**config.mk**
```make
export PLATFORM = sky130hd
export DESIGN_NAME = serial_bus_phy_link_power_ctrl
export DESIGN_NICKNAME = d
export VERILOG_FILES = /design/src/hdl/phy_link_pkg.sv /design/src/hdl/serial_bus_phy_link_power_ctrl.sv /design/src/hdl/sync2.sv /design/src/hdl/phy_fifo.sv
export SDC_FILE = /design/constraint.sdc
export NUM_CORES = 1
export LEC_CHECK = 0
export BUFFER_PORTS_ARGS = -buffer_cell sky130_fd_sc_hd__buf_2
export CAP_MARGIN = 20
export CELL_PAD_IN_SITES_DETAIL_PLACEMENT = 1
export CELL_PAD_IN_SITES_GLOBAL_PLACEMENT = 1
export CORE_AREA = 2 2 171 173
export CTS_CLUSTER_SIZE = 30
export DETAILED_ROUTE_END_ITERATION = 8
export DIE_AREA = 0 0 173 175
export PLACE_DENSITY_LB_ADDON = 0.1
export SYNTH_ARGS = -nofsm -noshare
export SYNTH_HDL_FRONTEND = slang
export SYNTH_HIERARCHICAL = 1
export SYNTH_SLANG_ARGS = --single-unit
```
**constraint.sdc**
```tcl
create_clock -name pclk -period 3.7 [get_ports pclk]
set_input_delay 0.74 -clock pclk [delete_from_list [all_inputs] [get_ports pclk]]
set_output_delay 0.74 -clock pclk [all_outputs]
set_load 0.1 [all_outputs]
```
**src/hdl/phy_link_pkg.sv**
```systemverilog
// constants, types and helpers shared by the phy link power controller
// assumes a 20 MHz pclk and a 32-bit apb register bus
package phy_link_pkg;
  localparam int CLK_NS = 50;
  localparam int NUM_PORTS = 3;

  localparam logic [7:0] ADDR_CTRL = 8'h00;
  localparam logic [7:0] ADDR_STATUS = 8'h04;
  localparam logic [7:0] ADDR_SELFID = 8'h08;
  localparam logic [7:0] ADDR_GAP = 8'h0C;

  localparam int CTRL_SPEED_LSB = 0;
  localparam int CTRL_LACT_BIT = 2;
  localparam int CTRL_PEN_LSB = 4;
  localparam int CTRL_PSUS_LSB = 8;
  localparam logic [2:0] PORT_EN_RST = 3'h7;

  localparam int ST_LIF_LSB = 0;
  localparam int ST_WAKE_BIT = 2;
  localparam int ST_CONN_LSB = 4;
  localparam int ST_ACT_LSB = 8;
  localparam int ST_RXP_LSB = 12;

  localparam int SELFID_CONT_BIT = 20;
  localparam int SELFID_PC_LSB = 21;
  localparam logic [5:0] GAP_MAX = 6'h3F;
  localparam logic [1:0] PORT_NONE = 2'h3;

  localparam int LPS_RST_NS = 1200;
  localparam int LPS_DIS_NS = 25000;
  localparam int WAKE_HALF_NS = 82;
  localparam int RX_IDLE_NS = 400;
  localparam logic [9:0] LPS_RST_CYC = 10'(LPS_RST_NS / CLK_NS);
  localparam logic [9:0] LPS_DIS_CYC = 10'(LPS_DIS_NS / CLK_NS);
  localparam logic [3:0] WAKE_HALF_CYC =
    4'((WAKE_HALF_NS / CLK_NS) < 1 ? 1 : (WAKE_HALF_NS / CLK_NS));
  localparam logic [3:0] RX_IDLE_CYC = 4'((RX_IDLE_NS + CLK_NS - 1) / CLK_NS);

  typedef enum logic [1:0] {
    SPEED_S100 = 2'b00,
    SPEED_S200 = 2'b01,
    SPEED_S400 = 2'b10
  } speed_type;

  typedef enum logic [1:0] {
    LIF_ON = 2'b00,
    LIF_RESET = 2'b01,
    LIF_OFF = 2'b10
  } lif_state_type;

  function automatic logic [3:0] lines_for(input logic [1:0] sp);
    case (sp)
      SPEED_S100: lines_for = 4'd2;
      SPEED_S200: lines_for = 4'd4;
      default: lines_for = 4'd8;
    endcase
  endfunction
endpackage

```
**src/hdl/serial_bus_phy_link_power_ctrl.sv**
```systemverilog
// phy link side: parallel capture, data-strobe tx/rx, repeat, port gating,
// self-id bits, gap count and link power management behind apb
// assumes the link runs on link_clk from this block and cable pins are async
//
// Design decisions made here: the placing of the registers and the APB interface to the registers.
`timescale 1ns/1ns
//
// Contract
// - latch 2, 4 or 8 link data lines on the system clock
// - serialise captured bits into a data-strobe stream at three rates; the code shifts one bit per pclk at every speed
// - receiving port has transmitters off and receivers on
// - decode received stream, deserialise to 2/4/8 lines, hand to link
// - repeat received packet out of all other active connected ports
// - disabled, suspended or disconnected port keeps tx and rx off
// - port without cable stays disconnected per connect detect
// - contender in self-id bit 20, power class in bits 21 to 23
// - gap counts must match; two bus resets return gap to 3Fh
// - power status low 1.2 to 25 us resets link interface
// - power status low over 25 us disables interface, repeating continues
// - interface off and link-on packet: toggle wake signal to link
// - power status active again re-enables the link interface
// - wake signal stops once link active control bit is set
module serial_bus_phy_link_power_ctrl
  import phy_link_pkg::*;
#(
  parameter int FIFO_DEPTH = 8
) (
  input wire logic pclk,
  input wire logic presetn,
  input wire logic psel,
  input wire logic penable,
  input wire logic pwrite,
  input wire logic [7:0] paddr,
  input wire logic [31:0] pwdata,
  output logic [31:0] prdata,
  output logic pready,
  output logic pslverr,
  output logic link_clk,
  input wire logic [7:0] link_tx_data,
  input wire logic link_tx_valid,
  output logic link_tx_ready,
  output logic [7:0] link_rx_data,
  output logic link_rx_valid,
  input wire logic link_power_status,
  input wire logic link_on_detect,
  output logic link_if_reset,
  output logic link_if_enabled,
  output logic link_wake_signal,
  input wire logic [2:0] port_data_in,
  input wire logic [2:0] port_strobe_in,
  input wire logic [2:0] port_connect,
  output logic [2:0] port_data_out,
  output logic [2:0] port_strobe_out,
  output logic [2:0] port_tx_oe_n,
  output logic [2:0] port_rx_en,
  input wire logic [2:0] power_class_inputs,
  input wire logic bm_contender,
  input wire logic bus_reset_in
);
  typedef struct packed {
    logic [1:0] speed;
    logic link_active;
    logic [2:0] port_en;
    logic [2:0] port_susp;
    logic [5:0] gap;
    logic reset_seen;
    logic bus_rst_prev;
    logic pready;
    logic pslverr;
    logic [31:0] prdata;
    logic [7:0] ser_word;
    logic [3:0] ser_left;
    logic enc_data;
    logic enc_strobe;
    logic [2:0] tx_oe_n;
    logic [2:0] rx_en;
    logic [1:0] rx_port;
    logic [3:0] rx_idle;
    logic [2:0] rx_prev;
    logic [7:0] des_word;
    logic [3:0] des_cnt;
    logic [7:0] rx_out;
    logic rx_valid;
    logic [9:0] lps_cnt;
    lif_state_type lif;
    logic if_reset;
    logic if_enabled;
    logic wake;
    logic [3:0] wake_cnt;
    logic wake_out;
    logic clk_div;
  } phy_state_type;

  phy_state_type s;
  phy_state_type next_s;
  logic [13:0] sync_out;
  logic [2:0] rxd;
  logic [2:0] rxs;
  logic [2:0] conn;
  logic [2:0] pc;
  logic cont;
  logic brst;
  logic [2:0] act;
  logic [2:0] edge_seen;
  logic [3:0] nbits;
  logic [7:0] lane_mask;
  logic acc;
  logic take;
  logic f_valid;
  logic f_ready;
  logic f_in_valid;
  logic [7:0] f_data;
  logic fifo_in_ready;
  logic sending;
  logic bit_go;
  logic bit_val;
  logic got;
  logic rbit;
  logic [1:0] gate_port;

  // cable and strap pins pass two flops first
  sync2 #(.WIDTH(14)) u_sync (
    .pclk(pclk),
    .presetn(presetn),
    .din({bus_reset_in, bm_contender, power_class_inputs, port_connect,
          port_strobe_in, port_data_in}),
    .dout(sync_out)
  );

  assign rxd = sync_out[2:0];
  assign rxs = sync_out[5:3];
  assign conn = sync_out[8:6];
  assign pc = sync_out[11:9];
  assign cont = sync_out[12];
  assign brst = sync_out[13];

  assign act = s.port_en & ~s.port_susp & conn;
  assign edge_seen = (rxd ^ rxs) ^ s.rx_prev;
  assign nbits = lines_for(s.speed);
  assign lane_mask = (8'h01 << nbits) - 8'h01;
  assign acc = psel && penable;
  assign take = acc && s.pready;
  assign f_in_valid = link_tx_valid && s.if_enabled && !s.if_reset;
  assign f_ready = (s.ser_left == 4'h0) && (s.rx_port == PORT_NONE);
  assign sending = (s.ser_left != 4'h0) || f_valid;

  phy_fifo #(.WIDTH(8), .DEPTH(FIFO_DEPTH)) u_fifo (
    .pclk(pclk),
    .presetn(presetn),
    .in_valid(f_in_valid),
    .in_data(link_tx_data & lane_mask),
    .in_ready(fifo_in_ready),
    .out_valid(f_valid),
    .out_data(f_data),
    .out_ready(f_ready)
  );

  always_comb begin
    next_s = s;
    bit_go = 1'b0;
    bit_val = 1'b0;
    got = 1'b0;
    rbit = 1'b0;
    next_s.rx_valid = 1'b0;
    next_s.clk_div = ~s.clk_div;

    // apb: one wait state, read data and error latched with pready
    next_s.pready = acc && !s.pready;
    if (acc && !s.pready) begin
      next_s.pslverr = 1'b0;
      case (paddr)
        ADDR_CTRL: begin
          next_s.prdata = (32'(s.speed) << CTRL_SPEED_LSB)
                        | (32'(s.link_active) << CTRL_LACT_BIT)
                        | (32'(s.port_en) << CTRL_PEN_LSB)
                        | (32'(s.port_susp) << CTRL_PSUS_LSB);
        end
        ADDR_STATUS: begin
          next_s.prdata = (32'(s.lif) << ST_LIF_LSB)
                        | (32'(s.wake) << ST_WAKE_BIT)
                        | (32'(conn) << ST_CONN_LSB)
                        | (32'(act) << ST_ACT_LSB)
                        | (32'(s.rx_port) << ST_RXP_LSB);
        end
        ADDR_SELFID: begin
          next_s.prdata = (32'(cont) << SELFID_CONT_BIT)
                        | (32'(pc) << SELFID_PC_LSB);
        end
        ADDR_GAP: begin
          next_s.prdata = 32'(s.gap);
        end
        default: begin
          next_s.prdata = 32'h0000_0000;
          next_s.pslverr = 1'b1;
        end
      endcase
    end
    if (take && pwrite) begin
      case (paddr)
        ADDR_CTRL: begin
          next_s.speed = pwdata[CTRL_SPEED_LSB +: 2];
          next_s.link_active = pwdata[CTRL_LACT_BIT];
          next_s.port_en = pwdata[CTRL_PEN_LSB +: 3];
          next_s.port_susp = pwdata[CTRL_PSUS_LSB +: 3];
        end
        ADDR_GAP: begin
          next_s.gap = pwdata[5:0];
          next_s.reset_seen = 1'b0;
        end
        default: begin
          next_s.gap = next_s.gap;
        end
      endcase
    end

    // second bus reset with no gap write between restores the maximum
    next_s.bus_rst_prev = brst;
    if (brst && !s.bus_rst_prev) begin
      if (s.reset_seen) begin
        next_s.gap = GAP_MAX;
      end
      next_s.reset_seen = 1'b1;
    end

    // serializer, msb of the lane group first
    if (f_valid && f_ready) begin
      next_s.ser_word = f_data;
      next_s.ser_left = nbits;
    end else if (s.ser_left != 4'h0) begin
      bit_go = 1'b1;
      bit_val = s.ser_word[3'(s.ser_left - 4'd1)];
      next_s.ser_left = s.ser_left - 4'd1;
    end

    // receive: pick first active port that toggles while idle
    next_s.rx_prev = rxd ^ rxs;
    if (s.rx_port == PORT_NONE) begin
      for (int i = NUM_PORTS - 1; i >= 0; i--) begin
        if (edge_seen[i] && act[i] && s.ser_left == 4'h0) begin
          next_s.rx_port = 2'(i);
          got = 1'b1;
          rbit = rxd[i];
        end
      end
    end else begin
      if (edge_seen[s.rx_port]) begin
        got = 1'b1;
        rbit = rxd[s.rx_port];
      end else if (s.rx_idle == RX_IDLE_CYC - 4'd1) begin
        next_s.rx_port = PORT_NONE;
        next_s.rx_idle = 4'h0;
        next_s.des_cnt = 4'h0;
      end else begin
        next_s.rx_idle = s.rx_idle + 4'd1;
      end
    end
    if (got) begin
      next_s.rx_idle = 4'h0;
      bit_go = 1'b1;
      bit_val = rbit;
      next_s.des_word = {s.des_word[6:0], rbit};
      if (s.des_cnt + 4'd1 == nbits) begin
        next_s.des_cnt = 4'h0;
        next_s.rx_out = {s.des_word[6:0], rbit} & lane_mask;
        next_s.rx_valid = s.if_enabled && !s.if_reset;
      end else begin
        next_s.des_cnt = s.des_cnt + 4'd1;
      end
    end

    // data-strobe encoder: strobe flips when data repeats
    if (bit_go) begin
      next_s.enc_data = bit_val;
      next_s.enc_strobe = (bit_val == s.enc_data) ? ~s.enc_strobe : s.enc_strobe;
    end

    // port driver and receiver enables; gated from the start edge so bit one repeats
    gate_port = (s.rx_port != PORT_NONE) ? s.rx_port : next_s.rx_port;
    for (int i = 0; i < NUM_PORTS; i++) begin
      if (gate_port != PORT_NONE) begin
        next_s.tx_oe_n[i] = !(act[i] && (2'(i) != gate_port));
        next_s.rx_en[i] = act[i] && (2'(i) == gate_port);
      end else begin
        next_s.tx_oe_n[i] = !(act[i] && sending);
        next_s.rx_en[i] = act[i] && !sending;
      end
    end

    // link power status watch
    if (link_power_status) begin
      next_s.lps_cnt = 10'h000;
    end else if (s.lps_cnt <= LPS_DIS_CYC) begin
      next_s.lps_cnt = s.lps_cnt + 10'd1;
    end
    case (s.lif)
      LIF_ON: begin
        if (!link_power_status && next_s.lps_cnt > LPS_RST_CYC) begin
          next_s.lif = LIF_RESET;
        end
      end
      LIF_RESET: begin
        if (link_power_status) begin
          next_s.lif = LIF_ON;
        end else if (next_s.lps_cnt > LPS_DIS_CYC) begin
          next_s.lif = LIF_OFF;
        end
      end
      LIF_OFF: begin
        if (link_power_status) begin
          next_s.lif = LIF_ON;
        end
      end
      default: begin
        next_s.lif = LIF_ON;
      end
    endcase
    next_s.if_reset = next_s.lif == LIF_RESET;
    next_s.if_enabled = next_s.lif != LIF_OFF;

    // wake toggling while the link is off
    if (!s.if_enabled && link_on_detect) begin
      next_s.wake = 1'b1;
    end
    if (s.link_active) begin
      next_s.wake = 1'b0;
    end
    if (next_s.wake) begin
      if (s.wake_cnt >= WAKE_HALF_CYC - 4'd1) begin
        next_s.wake_cnt = 4'h0;
        next_s.wake_out = ~s.wake_out;
      end else begin
        next_s.wake_cnt = s.wake_cnt + 4'd1;
      end
    end else begin
      next_s.wake_cnt = 4'h0;
      next_s.wake_out = 1'b0;
    end
  end

  always_ff @(posedge pclk or negedge presetn) begin
    if (!presetn) begin
      s <= '0;
      s.port_en <= PORT_EN_RST;
      s.gap <= GAP_MAX;
      s.rx_port <= PORT_NONE;
      s.tx_oe_n <= 3'h7;
      s.lif <= LIF_ON;
      s.if_enabled <= 1'b1;
    end else begin
      s <= next_s;
    end
  end

  assign prdata = s.prdata;
  assign pready = s.pready;
  assign pslverr = s.pslverr;
  assign link_clk = s.clk_div;
  assign link_tx_ready = fifo_in_ready;
  assign link_rx_data = s.rx_out;
  assign link_rx_valid = s.rx_valid;
  assign link_if_reset = s.if_reset;
  assign link_if_enabled = s.if_enabled;
  assign link_wake_signal = s.wake_out;
  assign port_data_out = {3{s.enc_data}};
  assign port_strobe_out = {3{s.enc_strobe}};
  assign port_tx_oe_n = s.tx_oe_n;
  assign port_rx_en = s.rx_en;

  property p_ds_step;
    @(posedge pclk) disable iff (!presetn)
      bit_go |=> ((s.enc_data ^ s.enc_strobe) != $past(s.enc_data ^ s.enc_strobe));
  endproperty
  a_ds_step: assert property (p_ds_step) else $error("ds stream missed a bit");

  property p_rx_port_gate;
    @(posedge pclk) disable iff (!presetn)
      (s.rx_port != PORT_NONE) |=> (port_tx_oe_n[$past(s.rx_port)]
        && (port_rx_en[$past(s.rx_port)] == $past(act[s.rx_port])));
  endproperty
  a_rx_port_gate: assert property (p_rx_port_gate) else $error("rx port drives");

  property p_deliver;
    @(posedge pclk) disable iff (!presetn)
      (got && (s.des_cnt + 4'd1 == nbits) && s.if_enabled && !s.if_reset)
        |=> link_rx_valid;
  endproperty
  a_deliver: assert property (p_deliver) else $error("rx word not delivered");

  property p_off_port;
    @(posedge pclk) disable iff (!presetn)
      1'b1 |=> (((port_rx_en | ~port_tx_oe_n) & ~$past(act)) == 3'h0);
  endproperty
  a_off_port: assert property (p_off_port) else $error("inactive port enabled");

  property p_disc;
    @(posedge pclk) disable iff (!presetn)
      1'b1 |=> ((port_tx_oe_n | $past(conn)) == 3'h7);
  endproperty
  a_disc: assert property (p_disc) else $error("unplugged port driven");

  property p_selfid;
    @(posedge pclk) disable iff (!presetn)
      (acc && !s.pready && paddr == ADDR_SELFID)
        |=> (prdata[23:20] == {$past(pc), $past(cont)});
  endproperty
  a_selfid: assert property (p_selfid) else $error("self-id bits wrong");

  property p_gap;
    @(posedge pclk) disable iff (!presetn)
      (brst && !s.bus_rst_prev && s.reset_seen) |=> (s.gap == GAP_MAX);
  endproperty
  a_gap: assert property (p_gap) else $error("gap not restored");

  property p_lps_reset;
    @(posedge pclk) disable iff (!presetn)
      (s.lps_cnt > LPS_RST_CYC && s.lps_cnt <= LPS_DIS_CYC) |-> link_if_reset;
  endproperty
  a_lps_reset: assert property (p_lps_reset) else $error("interface not reset");

  property p_lps_off;
    @(posedge pclk) disable iff (!presetn)
      (s.lps_cnt > LPS_DIS_CYC) |-> (!link_if_enabled && !link_if_reset);
  endproperty
  a_lps_off: assert property (p_lps_off) else $error("interface not off");

  property p_wake_on;
    @(posedge pclk) disable iff (!presetn)
      (!s.if_enabled && link_on_detect && !s.link_active) |=> s.wake ##1 $changed(s.wake_out);
  endproperty
  a_wake_on: assert property (p_wake_on) else $error("wake not raised");

  property p_lps_back;
    @(posedge pclk) disable iff (!presetn)
      link_power_status |=> (link_if_enabled && !link_if_reset);
  endproperty
  a_lps_back: assert property (p_lps_back) else $error("interface not back");

  property p_wake_off;
    @(posedge pclk) disable iff (!presetn)
      s.link_active |=> (!link_wake_signal && !s.wake);
  endproperty
  a_wake_off: assert property (p_wake_off) else $error("wake still on");
endmodule

```
**src/hdl/sync2.sv**
```systemverilog
// two-stage synchroniser for pin inputs
// assumes inputs are asynchronous to pclk
`timescale 1ns/1ns
module sync2 #(
  parameter int WIDTH = 1
) (
  input wire logic pclk,
  input wire logic presetn,
  input wire logic [WIDTH-1:0] din,
  output logic [WIDTH-1:0] dout
);
  typedef struct packed {
    logic [WIDTH-1:0] meta;
    logic [WIDTH-1:0] stable;
  } sync_state_type;

  sync_state_type s;
  sync_state_type next_s;

  always_comb begin
    next_s.meta = din;
    next_s.stable = s.meta;
  end

  always_ff @(posedge pclk or negedge presetn) begin
    if (!presetn) begin
      s <= '0;
    end else begin
      s <= next_s;
    end
  end

  assign dout = s.stable;
endmodule

```
**src/hdl/phy_fifo.sv**
```systemverilog
// synchronous fifo with valid/ready on both sides
// assumes one clock; ready and valid come straight from flops
`timescale 1ns/1ns
module phy_fifo #(
  parameter int WIDTH = 8,
  parameter int DEPTH = 8
) (
  input wire logic pclk,
  input wire logic presetn,
  input wire logic in_valid,
  input wire logic [WIDTH-1:0] in_data,
  output logic in_ready,
  output logic out_valid,
  output logic [WIDTH-1:0] out_data,
  input wire logic out_ready
);
  localparam int AW = (DEPTH > 1) ? $clog2(DEPTH) : 1;
  localparam logic [AW:0] FULL = (AW+1)'(DEPTH);
  localparam logic [AW-1:0] LAST = AW'(DEPTH - 1);

  typedef struct packed {
    logic [DEPTH-1:0][WIDTH-1:0] mem;
    logic [AW-1:0] wr;
    logic [AW-1:0] rd;
    logic [AW:0] count;
    logic in_ready;
    logic out_valid;
  } fifo_state_type;

  fifo_state_type s;
  fifo_state_type next_s;
  logic push;
  logic pop;

  always_comb begin
    next_s = s;
    push = in_valid && s.in_ready;
    pop = s.out_valid && out_ready;
    if (push) begin
      next_s.mem[s.wr] = in_data;
      next_s.wr = (s.wr == LAST) ? '0 : s.wr + 1'b1;
    end
    if (pop) begin
      next_s.rd = (s.rd == LAST) ? '0 : s.rd + 1'b1;
    end
    if (push && !pop) begin
      next_s.count = s.count + 1'b1;
    end else if (pop && !push) begin
      next_s.count = s.count - 1'b1;
    end
    next_s.in_ready = next_s.count != FULL;
    next_s.out_valid = next_s.count != '0;
  end

  always_ff @(posedge pclk or negedge presetn) begin
    if (!presetn) begin
      s <= '0;
      s.in_ready <= 1'b1;
    end else begin
      s <= next_s;
    end
  end

  assign in_ready = s.in_ready;
  assign out_valid = s.out_valid;
  assign out_data = s.mem[s.rd];

  property p_push;
    @(posedge pclk) disable iff (!presetn)
      (push && !pop) |=> (s.count == $past(s.count) + 1'b1);
  endproperty
  a_push: assert property (p_push) else $error("fifo push lost");
endmodule

```
==> impl_metrics.tcl <==
set metrics [dict create \
    outcome "finished clean" \
    synth_edf_count 0 \
    crit_path_max_fanout 8 \
    ant_nets 0 \
    drt_pass1_iterations 4 \
    crit_start "s[59]$_DFFE_PN0P_" \
    cts_max_path_buffers 3 \
    setup_viol 0 \
    core_sq_um 28400 \
    postCtsSetupBuffers 0 \
    grt_pass1_wl_um 38600 \
    yosysTopAreaCell "dfrtp_1" \
    wirelength_um 23400 \
    synthTopCellsByCount "dfrtp_1 (189), mux2_2 (72), nand2_1 (69)" \
    area_delta_synth_final_pct 14.8 \
    power_density_nw_per_um2 644 \
    final-hold-violation-count 0 \
    overflow 0 \
    max_freq_mhz 314 \
    cts_buffers 26 \
    ctsHoldBuffers 0 \
    dieArea_sq_um 30300 \
    cts_tree "done" \
    synth_top_area_frac 0.484 \
    htreeDepth 1 \
    period_share 0.861 \
    clk_pin_slew_ns 0.06 \
    tightestPinTransition_ns 0.949 \
    synth_seq_cells 205 \
    power_leakage_uw 0.00535 \
    crit_required_ns 4.13 \
    cts-resized-gates 0 \
    syn_area_sq_um 9770 \
    drv_slew 0 \
    gp_congestion 0.765 \
    ios 130 \
    cap_violations 0 \
    place_hpwl_um 16200 \
    wl_per_cell_um 18.6 \
    die_y_um 175 \
    cpPeakStageDelay_ns 0.52 \
    r2r_start "s[59]$_DFFE_PN0P_" \
    syn-mean-instance-area_sq_um 12.2 \
    yosysMostFrequentCell "dfrtp_1" \
    antenna_cells 0 \
    grt_pass1_vias 7054 \
    fin_skew_ns 0.0102 \
    final_util 0.395 \
    startpoint_type "flop" \
    ir_worst_vdd_mv 0.293 \
    crit_type "flop to flop" \
    grt_usage 0.158 \
    wl_met3_um 871 \
    netlist_instances 799 \
    async_flop_share 1.00 \
    endpoint_kind "flop" \
    cts-root-buf "clkbuf_16" \
    antenna_found_initial 0 \
    ys_top_cells_by_area "dfrtp_1 (48%), mux2_2 (8.3%), dfstp_2 (4.3%)" \
    fin_setup_tns_ns 0 \
    ys_types 81 \
    top_layer "met4" \
    drc_errors 0 \
    crit_chain "inv_1 -> ha_1 -> or3b_1 -> nor2_1 -> nand2_1 -> nor4_1 -> nor3_1 -> or4b_1" \
    wl_met1_um 10100 \
    vias_per_cell 5.04 \
    hold_class "primary input to asynchronous set/reset pin" \
    numClockSinks 205 \
    grt_max_degree 70 \
    synthFlopType "dfrtp_1" \
    initial_core_util 0.344 \
    die_w_um 173 \
    maxSlewHeadroom 0.367 \
    fp-row-count 62 \
    clk_latency_ns 0.52 \
    critPathSlowestCell "or3b_1" \
    fin_crit_ns 3.19 \
    ys_warn_count 6 \
    rsz0062_at_grt "no" \
    final_nets 942 \
    ys_seq_area_frac 0.527 \
    drtIter0Drc 288 \
    portBuffers 91 \
    arrival_ns 3.62 \
    met2_wirelength_um 12000 \
    num_vias 6363 \
    final_layout_size_suffix_gt1_frac 0.312 \
]
[cell families (layout without fill, tap and decap cells)]
| kind of cell | count (synthesis) | count (layout) | synth area share |
|---|---|---|---|
| and+or+nand+nor | 216 | 216 | 0.118 |
| AOI/OAI and AO/OA | 105 | 105 | 0.0780 |
| other | 1 | 16 | 0.000384 |
| adders and majority gates | 13 | 13 | 0.0166 |
| buffers and inverters | 107 | 172 | 0.0653 |
| DFF | 205 | 205 | 0.527 |
| xor gates and xnor gates | 17 | 17 | 0.0211 |
| muxes | 135 | 135 | 0.174 |
[power breakdown]
part | internal, uW | switching, uW
sequential | 2540 | 280
clock | 1610 | 933
combinational | 654 | 1210
total | 4800 | 2430
[worst max-delay path, delay by kind of cell (launching register included)]
| family | cells | cell delay, ns |
|---|---|---|
| adder cells (fa/ha/maj) | 1 | 0.19 |
| AND/OR/NAND/NOR | 6 | 2.32 |
| buffers and inverters | 1 | 0.12 |
| flip-flops | 1 | 0.46 |
[metrics by stage]
| stage | instances | power [uW] | setup slack (ns) | hold WS [ns] | cell area, sq um |
|---|---|---|---|---|---|
| 6_report | 1263 | 7220 | 0.515 | 0.235 | 11200 |
| 2_1_floorplan | 814 | 4290 | 1.01 | 0.331 | 9830 |
| 5_1_grt | 1263 | 7640 | 0.294 | 0.264 | 11200 |
| 3_3_place_gp | 1215 | 4640 | 0.630 | 0.334 | 10300 |
| 4_1_cts | 1263 | 7340 | 0.472 | 0.244 | 11200 |
| 3_5_place_dp | 1215 | 4740 | 0.505 | 0.337 | 10300 |
[layout by cell type, fill, tap and decap left out, types with 7 or more instances in the layout]
cell	instances
dfstp_2	16
nand3_1	21
clkinv_2	7
mux4_2	18
conb_1	16
buf_2	90
nor2b_1	13
nand2_1	69
o31ai_1	8
clkbuf_8	8
nor3_1	9
inv_1	20
xor2_1	8
clkbuf_16	27
a21oi_1	11
buf_4	11
mux2_1	24
and2_1	9
o211ai_1	7
mux2i_1	21
nor2_1	33
o21ai_0	22
a22o_1	13
dfrtp_1	189
ha_1	13
mux2_2	72
[sequential cells by signal (all words and copies together) (netlist names), named ones only]
signal and cells:
u_fifo/s 74, s 61, prdata 16, u_sync/dout 14, u_sync/next_s 14, link_rx_data 8, port_rx_en 3, port_tx_oe_n 3
link_clk 1, link_if_enabled 1, link_if_reset 1, link_rx_valid 1, link_wake_signal 1, port_data_out 1, port_strobe_out 1, pready 1
pslverr 1, u_fifo/in_ready 1, u_fifo/out_valid 1
[path summary, 6_finish.rpt]
kind | end | slack, ns | cells past startpoint
min in group pclk | u_sync/next_s[8]$_DFF_PN0_ | 0.33 | 1
hold / removal | u_sync/dout[9]$_DFF_PN0_ | 0.24 | 1
hold reg to reg | u_sync/dout[9]$_DFF_PN0_ | 0.35 | 0
setup / recovery | u_fifo/in_ready$_DFF_PN1_ | 0.51 | 8
max in group asynchronous | s[110]$_DFF_PN1_ | 2.59 | 2
setup reg to reg | u_fifo/in_ready$_DFF_PN1_ | 0.51 | 8
[per-layer routing]
metal / vias to the layer above / global-route usage
met3: 35 / 0.0261
met2: 115 / 0.288
li1: 2909 / -
met5: - / 0
met4: 0 / 0.0445
met1: 3304 / 0.193
[final cells by class]
class	instances	area [sq um]
Timing Repair Buffer	103	567
Inverter	21	92.6
Clock inverter	9	95.1
Fill cell	3059	17200
Clock buffer	39	791
Sequential cell	205	5150
Multi-Input combinational cell	502	4040
Tap cell	384	480
Power figures use the tool's default switching activity.
